===== src/inc/usb_ep_fifo_pkg.sv =====
// Purpose: Constants for the endpoint FIFO status and transmit load block.
// Assumes: APB with 32-bit data; every register takes one aligned word.
// Notes: Bytes sit in the low bits; the upper bits read as zero.
package usb_ep_fifo_pkg;
   localparam int ADDR_W = 8;
   localparam int DATA_W = 32;
   localparam int BYTE_W = 8;
   localparam int FIFO_DEPTH = 8;
   localparam int PTR_W = 3;
   localparam int LVL_W = 4;
   localparam int LEN_W = 4;
   localparam int INT_W = 2;
   // Register byte offsets.
   localparam logic [7:0] RX_FLAGS_OFS = 8'h00;
   localparam logic [7:0] TX_DATA_OFS = 8'h04;
   localparam logic [7:0] TX_LEN_OFS = 8'h08;
   localparam logic [7:0] RX_DATA_OFS = 8'h0C;
   localparam logic [7:0] CTRL_OFS = 8'h10;
   localparam logic [7:0] TX_STAT_OFS = 8'h14;
   localparam logic [7:0] INT_STAT_OFS = 8'h18;
   localparam logic [7:0] INT_MASK_OFS = 8'h1C;
   // Receive flag and transmit status bit positions.
   localparam int VACANT_BIT = 3;
   localparam int FULL_BIT = 2;
   localparam int UNDER_BIT = 1;
   localparam int OVER_BIT = 0;
   // Control register bit positions.
   localparam int RX_CLEAR_BIT = 0;
   localparam int TX_FLUSH_BIT = 1;
   localparam int TX_STALL_BIT = 2;
   localparam int TX_ARMED_BIT = 3;
   // Interrupt bit positions.
   localparam int INT_RX_BIT = 0;
   localparam int INT_TX_ACK_BIT = 1;
   // Reset values.
   localparam logic [LEN_W-1:0] TX_LEN_RST = 4'h0;
   localparam logic [INT_W-1:0] INT_MASK_RST = 2'h0;
   typedef enum logic [1:0] {
      REPLY_DATA,
      REPLY_NACK,
      REPLY_STALL
   } in_reply_e;
endpackage


===== src/core/byte_fifo.sv =====
// Purpose: Small byte FIFO with flush, level, empty and full.
// Assumes: Writes when full and reads when empty are ignored here.
// Notes: Read data shows the head byte without a pop.
module byte_fifo (
   // Clock and reset.
   input wire logic clock,
   input wire logic rst_b,
   // Control.
   input wire logic flush,
   // Write side.
   input wire logic wrEn,
   input wire logic [usb_ep_fifo_pkg::BYTE_W-1:0] wrData,
   // Read side.
   input wire logic rdEn,
   output logic [usb_ep_fifo_pkg::BYTE_W-1:0] rdData,
   // State.
   output logic [usb_ep_fifo_pkg::LVL_W-1:0] level,
   output logic empty,
   output logic full
);
   logic [usb_ep_fifo_pkg::BYTE_W-1:0] mem [usb_ep_fifo_pkg::FIFO_DEPTH];
   logic [usb_ep_fifo_pkg::PTR_W-1:0] wrPtr_q;
   logic [usb_ep_fifo_pkg::PTR_W-1:0] rdPtr_q;
   logic [usb_ep_fifo_pkg::LVL_W-1:0] level_q;
   logic doWr;
   logic doRd;

   assign empty = (level_q == '0);
   assign full = (level_q == usb_ep_fifo_pkg::LVL_W'(
      usb_ep_fifo_pkg::FIFO_DEPTH));
   assign level = level_q;
   assign rdData = mem[rdPtr_q];
   assign doWr = wrEn && !full && !flush;
   assign doRd = rdEn && !empty && !flush;

   always_ff @(posedge clock) begin
      if (doWr) begin
         mem[wrPtr_q] <= wrData;
      end
   end

   always_ff @(posedge clock) begin
      if (!rst_b || flush) begin
         wrPtr_q <= '0;
         rdPtr_q <= '0;
         level_q <= '0;
      end else begin
         if (doWr) begin
            wrPtr_q <= wrPtr_q + 1'b1;
         end
         if (doRd) begin
            rdPtr_q <= rdPtr_q + 1'b1;
         end
         if (doWr && !doRd) begin
            level_q <= level_q + 1'b1;
         end else if (doRd && !doWr) begin
            level_q <= level_q - 1'b1;
         end
      end
   end
endmodule


===== src/core/usb_endpoint_fifo_status_and_tx_load.sv =====
// Purpose: Endpoint 0 receive FIFO flags and endpoint 1 transmit load.
// Assumes: Function logic runs on the same clock; APB is zero-wait
//    plus one registered wait cycle.
// Notes: All outputs are registered.
module usb_endpoint_fifo_status_and_tx_load (
   // Clock and reset.
   input wire logic clock,
   input wire logic rst_b,
   // APB slave.
   input wire logic psel,
   input wire logic penable,
   input wire logic pwrite,
   input wire logic [usb_ep_fifo_pkg::ADDR_W-1:0] paddr,
   input wire logic [usb_ep_fifo_pkg::DATA_W-1:0] pwdata,
   output logic [usb_ep_fifo_pkg::DATA_W-1:0] prdata,
   output logic pready,
   output logic pslverr,
   // Interrupt.
   output logic irq,
   // Receive bytes from function logic.
   input wire logic rxWrValid,
   input wire logic [usb_ep_fifo_pkg::BYTE_W-1:0] rxWrData,
   // IN transactions from function logic.
   input wire logic inToken,
   output logic inReplyValid,
   output logic [1:0] inReply,
   output logic [usb_ep_fifo_pkg::LEN_W-1:0] txPacketLength,
   // Transmit bytes to function logic.
   input wire logic txRdReq,
   output logic txRdValid,
   output logic [usb_ep_fifo_pkg::BYTE_W-1:0] txRdData,
   input wire logic txAck
);
   localparam int BW = usb_ep_fifo_pkg::BYTE_W;
   localparam int DW = usb_ep_fifo_pkg::DATA_W;
   localparam int IW = usb_ep_fifo_pkg::INT_W;

   logic pready_q;
   logic pslverr_q;
   logic [DW-1:0] prdata_q;
   logic accessHit;
   logic wrStb;
   logic rdStb;
   logic mapped;
   logic [DW-1:0] rdValue;

   logic [BW-1:0] rxHead;
   logic rxEmpty;
   logic rxFull;
   logic rxPop;
   logic rxUnder_q;
   logic rxOver_q;
   logic rxUnderEvt;
   logic rxOverEvt;
   logic rxClearPend_q;

   logic [BW-1:0] txHead;
   logic txEmpty;
   logic txFull;
   logic txPush;
   logic txPop;
   logic txUnder_q;
   logic txOver_q;
   logic txUnderEvt;
   logic txOverEvt;
   logic txFlushPend_q;
   logic txArmed_q;
   logic txStall_q;
   logic [usb_ep_fifo_pkg::LEN_W-1:0] txLen_q;

   logic [IW-1:0] intStat_q;
   logic [IW-1:0] intMask_q;
   logic [IW-1:0] intSet;
   logic [IW-1:0] intClr;
   logic irq_q;

   logic inReplyValid_q;
   usb_ep_fifo_pkg::in_reply_e inReply_q;
   logic txRdValid_q;
   logic [BW-1:0] txRdData_q;

   // The answer comes one cycle into the access phase.
   assign accessHit = psel && penable && !pready_q;
   assign wrStb = accessHit && pwrite;
   assign rdStb = accessHit && !pwrite;

   always_comb begin
      mapped = 1'b1;
      rdValue = '0;
      if (paddr == usb_ep_fifo_pkg::RX_FLAGS_OFS) begin
         rdValue[usb_ep_fifo_pkg::VACANT_BIT] = rxEmpty;
         rdValue[usb_ep_fifo_pkg::FULL_BIT] = rxFull;
         rdValue[usb_ep_fifo_pkg::UNDER_BIT] = rxUnder_q;
         rdValue[usb_ep_fifo_pkg::OVER_BIT] = rxOver_q;
      end else if (paddr == usb_ep_fifo_pkg::TX_DATA_OFS) begin
         rdValue = '0;
      end else if (paddr == usb_ep_fifo_pkg::TX_LEN_OFS) begin
         rdValue[usb_ep_fifo_pkg::LEN_W-1:0] = txLen_q;
      end else if (paddr == usb_ep_fifo_pkg::RX_DATA_OFS) begin
         rdValue[BW-1:0] = rxEmpty ? '0 : rxHead;
      end else if (paddr == usb_ep_fifo_pkg::CTRL_OFS) begin
         rdValue[usb_ep_fifo_pkg::RX_CLEAR_BIT] = rxClearPend_q;
         rdValue[usb_ep_fifo_pkg::TX_FLUSH_BIT] = txFlushPend_q;
         rdValue[usb_ep_fifo_pkg::TX_STALL_BIT] = txStall_q;
         rdValue[usb_ep_fifo_pkg::TX_ARMED_BIT] = txArmed_q;
      end else if (paddr == usb_ep_fifo_pkg::TX_STAT_OFS) begin
         rdValue[usb_ep_fifo_pkg::VACANT_BIT] = txEmpty;
         rdValue[usb_ep_fifo_pkg::FULL_BIT] = txFull;
         rdValue[usb_ep_fifo_pkg::UNDER_BIT] = txUnder_q;
         rdValue[usb_ep_fifo_pkg::OVER_BIT] = txOver_q;
      end else if (paddr == usb_ep_fifo_pkg::INT_STAT_OFS) begin
         rdValue[IW-1:0] = intStat_q;
      end else if (paddr == usb_ep_fifo_pkg::INT_MASK_OFS) begin
         rdValue[IW-1:0] = intMask_q;
      end else begin
         mapped = 1'b0;
      end
   end

   always_ff @(posedge clock) begin
      if (!rst_b) begin
         pready_q <= 1'b0;
         pslverr_q <= 1'b0;
         prdata_q <= '0;
      end else begin
         pready_q <= accessHit;
         pslverr_q <= accessHit && !mapped;
         if (rdStb) begin
            prdata_q <= rdValue;
         end
      end
   end

   // Receive path.
   // Reads pop in order.
   assign rxPop = rdStb && (paddr == usb_ep_fifo_pkg::RX_DATA_OFS)
      && !rxEmpty;
   assign rxUnderEvt = rdStb && (paddr == usb_ep_fifo_pkg::RX_DATA_OFS)
      && rxEmpty;
   assign rxOverEvt = rxWrValid && rxFull && !rxClearPend_q;

   byte_fifo rxFifo (
      .clock(clock),
      .rst_b(rst_b),
      .flush(rxClearPend_q),
      .wrEn(rxWrValid),
      .wrData(rxWrData),
      .rdEn(rxPop),
      .rdData(rxHead),
      .level(),
      .empty(rxEmpty),
      .full(rxFull)
   );

   always_ff @(posedge clock) begin
      if (!rst_b) begin
         rxClearPend_q <= 1'b0;
      end else if (rxClearPend_q) begin
         rxClearPend_q <= 1'b0;
      end else if (wrStb && paddr == usb_ep_fifo_pkg::CTRL_OFS) begin
         rxClearPend_q <= pwdata[usb_ep_fifo_pkg::RX_CLEAR_BIT];
      end
   end

   // Clear drops errors; a new underflow wins, and overflow is not flagged during a clear.
   always_ff @(posedge clock) begin
      if (!rst_b) begin
         rxUnder_q <= 1'b0;
         rxOver_q <= 1'b0;
      end else begin
         if (rxUnderEvt) begin
            rxUnder_q <= 1'b1;
         end else if (rxClearPend_q) begin
            rxUnder_q <= 1'b0;
         end
         if (rxOverEvt) begin
            rxOver_q <= 1'b1;
         end else if (rxClearPend_q) begin
            rxOver_q <= 1'b0;
         end
      end
   end

   // Transmit path.
   // Each data write appends a byte unless the FIFO is full or a flush is pending.
   assign txPush = wrStb && (paddr == usb_ep_fifo_pkg::TX_DATA_OFS)
      && !txFull && !txFlushPend_q;
   assign txOverEvt = wrStb && (paddr == usb_ep_fifo_pkg::TX_DATA_OFS)
      && txFull && !txFlushPend_q;
   assign txPop = txRdReq && !txEmpty && !txFlushPend_q;
   assign txUnderEvt = txRdReq && txEmpty && !txFlushPend_q;

   byte_fifo txFifo (
      .clock(clock),
      .rst_b(rst_b),
      .flush(txFlushPend_q),
      .wrEn(txPush),
      .wrData(pwdata[BW-1:0]),
      .rdEn(txPop),
      .rdData(txHead),
      .level(),
      .empty(txEmpty),
      .full(txFull)
   );

   always_ff @(posedge clock) begin
      if (!rst_b) begin
         txFlushPend_q <= 1'b0;
      end else if (txFlushPend_q) begin
         txFlushPend_q <= 1'b0;
      end else if (wrStb && paddr == usb_ep_fifo_pkg::CTRL_OFS) begin
         txFlushPend_q <= pwdata[usb_ep_fifo_pkg::TX_FLUSH_BIT];
      end
   end

   always_ff @(posedge clock) begin
      if (!rst_b) begin
         txUnder_q <= 1'b0;
         txOver_q <= 1'b0;
      end else if (txFlushPend_q) begin
         txUnder_q <= 1'b0;
         txOver_q <= 1'b0;
      end else begin
         if (txUnderEvt) begin
            txUnder_q <= 1'b1;
         end
         if (txOverEvt) begin
            txOver_q <= 1'b1;
         end
      end
   end

   always_ff @(posedge clock) begin
      if (!rst_b) begin
         txLen_q <= usb_ep_fifo_pkg::TX_LEN_RST;
      end else if (wrStb && paddr == usb_ep_fifo_pkg::TX_LEN_OFS) begin
         txLen_q <= pwdata[usb_ep_fifo_pkg::LEN_W-1:0];
      end
   end

   always_ff @(posedge clock) begin
      if (!rst_b) begin
         txStall_q <= 1'b0;
      end else if (wrStb && paddr == usb_ep_fifo_pkg::CTRL_OFS) begin
         txStall_q <= pwdata[usb_ep_fifo_pkg::TX_STALL_BIT];
      end
   end

   always_ff @(posedge clock) begin
      if (!rst_b) begin
         txArmed_q <= 1'b0;
      end else if (txFlushPend_q) begin
         txArmed_q <= 1'b0;
      end else if (wrStb && paddr == usb_ep_fifo_pkg::TX_LEN_OFS) begin
         txArmed_q <= 1'b1;
      end else if (txAck) begin
         txArmed_q <= 1'b0;
      end else if (wrStb && paddr == usb_ep_fifo_pkg::CTRL_OFS) begin
         txArmed_q <= pwdata[usb_ep_fifo_pkg::TX_ARMED_BIT];
      end
   end

   always_ff @(posedge clock) begin
      if (!rst_b) begin
         inReplyValid_q <= 1'b0;
         inReply_q <= usb_ep_fifo_pkg::REPLY_NACK;
      end else begin
         inReplyValid_q <= inToken;
         if (inToken) begin
            if (txArmed_q) begin
               inReply_q <= usb_ep_fifo_pkg::REPLY_DATA;
            end else if (txStall_q) begin
               inReply_q <= usb_ep_fifo_pkg::REPLY_STALL;
            end else begin
               inReply_q <= usb_ep_fifo_pkg::REPLY_NACK;
            end
         end
      end
   end

   always_ff @(posedge clock) begin
      if (!rst_b) begin
         txRdValid_q <= 1'b0;
         txRdData_q <= '0;
      end else begin
         txRdValid_q <= txPop;
         if (txPop) begin
            txRdData_q <= txHead;
         end
      end
   end

   // Interrupts.
   always_comb begin
      intSet = '0;
      intClr = '0;
      intSet[usb_ep_fifo_pkg::INT_RX_BIT] = rxUnderEvt || rxOverEvt;
      intSet[usb_ep_fifo_pkg::INT_TX_ACK_BIT] = txAck;
      if (wrStb && paddr == usb_ep_fifo_pkg::INT_STAT_OFS) begin
         intClr = pwdata[IW-1:0];
      end
      if (rxClearPend_q) begin
         intClr[usb_ep_fifo_pkg::INT_RX_BIT] = 1'b1;
      end
   end

   always_ff @(posedge clock) begin
      if (!rst_b) begin
         intStat_q <= '0;
      end else begin
         intStat_q <= (intStat_q & ~intClr) | intSet;
      end
   end

   always_ff @(posedge clock) begin
      if (!rst_b) begin
         intMask_q <= usb_ep_fifo_pkg::INT_MASK_RST;
      end else if (wrStb && paddr == usb_ep_fifo_pkg::INT_MASK_OFS) begin
         intMask_q <= pwdata[IW-1:0];
      end
   end

   always_ff @(posedge clock) begin
      if (!rst_b) begin
         irq_q <= 1'b0;
      end else begin
         irq_q <= |(intStat_q & intMask_q);
      end
   end

   assign prdata = prdata_q;
   assign pready = pready_q;
   assign pslverr = pslverr_q;
   assign irq = irq_q;
   assign inReplyValid = inReplyValid_q;
   assign inReply = inReply_q;
   assign txPacketLength = txLen_q;
   assign txRdValid = txRdValid_q;
   assign txRdData = txRdData_q;
endmodule


===== config.mk =====
export PLATFORM = sky130hd
export DESIGN_NAME = usb_endpoint_fifo_status_and_tx_load
export DESIGN_NICKNAME = d
export VERILOG_FILES = /design/src/inc/usb_ep_fifo_pkg.sv /design/src/core/byte_fifo.sv /design/src/core/usb_endpoint_fifo_status_and_tx_load.sv
export SDC_FILE = /design/constraint.sdc
export NUM_CORES = 1
export LEC_CHECK = 0
export ABC_AREA = 1
export BUFFER_PORTS_ARGS = -buffer_cell sky130_fd_sc_hd__clkbuf_2
export CORE_MARGIN = 2
export CORE_UTILIZATION = 40
export CTS_BUF_LIST = sky130_fd_sc_hd__clkbuf_4 sky130_fd_sc_hd__clkbuf_8
export CTS_CLUSTER_SIZE = 14
export DETAILED_ROUTE_END_ITERATION = 8
export PLACE_DENSITY_LB_ADDON = 0.05
export SYNTH_ARGS = -nofsm -noshare
export SYNTH_HDL_FRONTEND = slang
export SYNTH_SLANG_ARGS = --single-unit

===== constraint.sdc =====
create_clock -name clock -period 4.5 [get_ports clock]
set_clock_uncertainty 0.1 [all_clocks]
set_input_delay 0 -clock clock [delete_from_list [all_inputs] [get_ports clock]]
set_output_delay 0 -clock clock [all_outputs]
set_load 0.01 [all_outputs]

==> metrics.yaml <==
timing:
  worst_pin_slew_ns: 1.04
  finalWorstSetupSlack_ns: 1.43
  fmax_mhz: 326
  slew_violations: 0
  setup_viol: 0
  rsz0062_at_grt: "false"
  post-route-period-util_pct: 68.3
  max_slew_margin_pct: 30.3
  period_needed_ns: 3.07
  setup_tns_ns: 0
  hold_viol_final: 0
worst_hold_path:
  hp-start: "paddr[7]"
  holdPathEnd: "txOver_q"
  min_path_cells: 8
  holdCritPathClass: "in2reg"
clock_network:
  post_cts_buffers: 0
  cts_buffers: 17
  cts_tree: "built"
  cts.htree.levels: 4
  cts_resized: 0
  clk_pin_slew_ns: 0.10
  cts_num_sinks: 190
  clk_path_buf_depth: 2
  worstSkewPairLatency_ns: 0.47
  root_buffer: "clkbuf_8"
  postCtsHoldBufs: 40
route:
  route.detailed.drc: 0
  vias_per_cell: 4.93
  drtIter0Drc: 415
  wl_per_cell_um: 15.5
  ant_nets: 0
  drt-pass1-iter-count: 5
  routed_wl_um: 18500
  num_vias: 5877
cells_and_area:
  diodes: 0
  syn_to_final_growth_pct: 16.8
  final_util_pct: 47.2
  nets: 979
  final_layout_size_suffix_gt1_share_pct: 14.3
synthesis:
  yosys_warnings: 0
  synth.distinct_cells: 37
  yosys-top-cells-count: "edfxtp_1, nor2_1, nand2_1"
  ys.flop_type: "edfxtp_1"
  synth_top_area_share_pct: 47.4
  netlist_area_um2: 8110
  yosysSeqAreaShare_pct: 62.7
  yosysTopAreaCell: "edfxtp_1"
  netlist_instances: 807
  async_flop_share_pct: 0
  synth_area_leaders: "edfxtp_1, dfxtp_1, nor2_1, nand2_1, o21ai_0"
  avgSynthCellArea_um2: 10.0
  yosysMostFrequentCell: "edfxtp_1"
  synth_edf_count: 128
  ys_ff_latch: 190
power_and_ir_drop:
  power_mw: 3.96
  ir_drop_mv: 0.183
  power.density_nw_per_um2: 419
  leakagePower_nw: 3.66
setup_path:
  worstPathCellList: "dlygate4sd3_1, clkbuf_2, nand2_1, dlygate4sd3_1, nor2_2, inv_2, nor2_8, nand3_2, nor3_4, ha_1, inv_1, ha_1, nand2_1, nand2_1, a21oi_1, nor2_1, nor2_1, o21ai_0, a21oi_1"
  cp-end-kind: "register"
  reg2reg_slack_ns: 1.65
  rr_worst_depth: 16
  rr_startpoint: "txFifo.level[0]"
  slowest_stage: "dlygate4sd3_1"
  regToRegEndpoint: "txFifo.level[3]"
  worstPathArrival_ns: 3.37
  path_buf_inv: 5
  path_class: "in2reg"
  crit_family: "buffers and inverters"
  cp-start-kind: "input port"
  crit_top_cell: "nand2_1"
  required_ns: 4.80
  crit_start: "penable"
  slowest_delay_ns: 0.56
  crit_fanout: 7
placed_design:
  preCtsSetupSlack_ns: 1.65
  io_buffer_count: 59
  globalplace.congestion: 0.860
  dp_hpwl_um: 12100
floorplan:
  die_x_um: 146
  initial_utilization_pct: 40.5
  coreArea_um2: 20000
  die_h_um: 146
  ios: 108
  dieArea_um2: 21400
  rows: 52
global_routing:
  grtUsageTotal_pct: 17.5
  grt_max_degree: 37
  grt_remaining_overflow: 0
  grt_pass1_wl_um: 28900
  grt_pass1_vias: 5397
  antenna_found_initial: 0
flow_run:
  drv_cap: 0
status:
  status: "finished, final reports clean"
-- worst reg2reg max path, cell delays in order, from the launching register on --
cell	delay, ns
dfxtp_1	0.38
nor2_1	0.16
nand2_1	0.07
nor2_1	0.21
nor3_2	0.06
buf_4	0.20
inv_1	0.28
ha_1	0.25
inv_1	0.10
ha_1	0.30
nand2_1	0.06
nand2_1	0.05
a21oi_1	0.17
nor2_1	0.06
nor2_1	0.14
o21ai_0	0.09
a21oi_1	0.13
-- layout make-up --
type	instances	area, um2
Fill cell	1952	10600
Inverter	72	270
Clock buffer	17	234
Sequential cell	190	5080
Timing Repair Buffer	111	786
Tap cell	270	338
Multi-Input combinational cell	518	2560
Clock inverter	15	199
-- routing by layer --
layer	up-vias	global-route usage, %	wire length (um)
met5	-	0	0
met4	0	5.39	293
met3	22	2.97	812
met2	140	29.9	9050
met1	2802	23.0	8360
li1	2913	-	-
-- kinds of logic (layout without fill, tap and decap cells) --
family / Yosys count / in the layout / synth area share (%)
and+or+nand+nor: 308 / 308 / 16.3
DFF: 190 / 190 / 62.7
AOI/OAI and AO/OA: 169 / 169 / 11.4
buffers and inverters: 122 / 215 / 6.93
adders and majority gates: 12 / 12 / 2.04
xor gates and xnor gates: 5 / 5 / 0.540
other: 1 / 24 / 0.0463
-- power breakdown --
part,switching [mW],internal [mW],leakage (nW)
Combinational,0.480,0.258,1.78
Sequential,0.0734,1.95,1.66
Clock,0.674,0.528,0.218
-- worst max path at each step --
stage	to	slack, ns	cells after the start
global placement	txFifo.level[3]	1.69	17
global route	txFifo.level[3]	1.18	20
CTS	txFifo.level[3]	1.45	19
finish	txFifo.level[3]	1.43	19
floorplan	txFifo.level[3]	2.07	16
detailed placement	txFifo.level[3]	1.65	17
-- state kept, by name (all words and copies together) (netlist names), 2 cells and up, named ones only --
| name | count |
|---|---|
| rxFifo.mem | 64 |
| rxFifo.level | 4 |
| txPacketLength | 4 |
| txRdData | 8 |
| txFifo.rdPtr_q | 3 |
| inReply | 2 |
| rxFifo.wrPtr_q | 3 |
| txFifo.wrPtr_q | 3 |
| rxFifo.rdPtr_q | 3 |
| txFifo.mem | 64 |
| prdata | 8 |
| intMask_q | 2 |
| txFifo.level | 4 |
| intStat_q | 2 |
-- through the flow --
stage          cell area, um2  hold slack [ns]  instances
4_1_cts                  9470          0.00206       1193
3_3_place_gp             8630            0.135       1121
2_1_floorplan            8190         -0.00655        830
3_5_place_dp             8630            0.130       1121
5_1_grt                  9470           0.0834       1193
6_report                 9470           0.0326       1193
-- cells in the final DEF, fill, tap and decap left out, drive strengths merged --
| cell type | netlist | routed |
|---|---|---|
| a311oi | 1 | 1 |
| ha | 10 | 10 |
| o31ai | 1 | 1 |
| nand4 | 3 | 3 |
| o21ai | 80 | 80 |
| nor3 | 15 | 15 |
| nand2 | 120 | 120 |
| dfxtp | 62 | 62 |
| nand3 | 35 | 35 |
| dlygate4sd3 | 0 | 40 |
| clkinvlp | 0 | 1 |
| clkbuf | 15 | 76 |
| edfxtp | 128 | 128 |
| buf | 35 | 12 |
| a21o | 1 | 1 |
| conb | 1 | 24 |
| nor2 | 135 | 135 |
| o22ai | 17 | 17 |
| xor2 | 5 | 5 |
| fa | 2 | 2 |
| a211oi | 1 | 1 |
| a21boi | 1 | 1 |
| inv | 71 | 79 |
| o211ai | 17 | 17 |
| a21oi | 50 | 50 |
| bufinv | 0 | 2 |
| clkinv | 1 | 5 |
No activity file was read; power rests on OpenSTA's default activity.
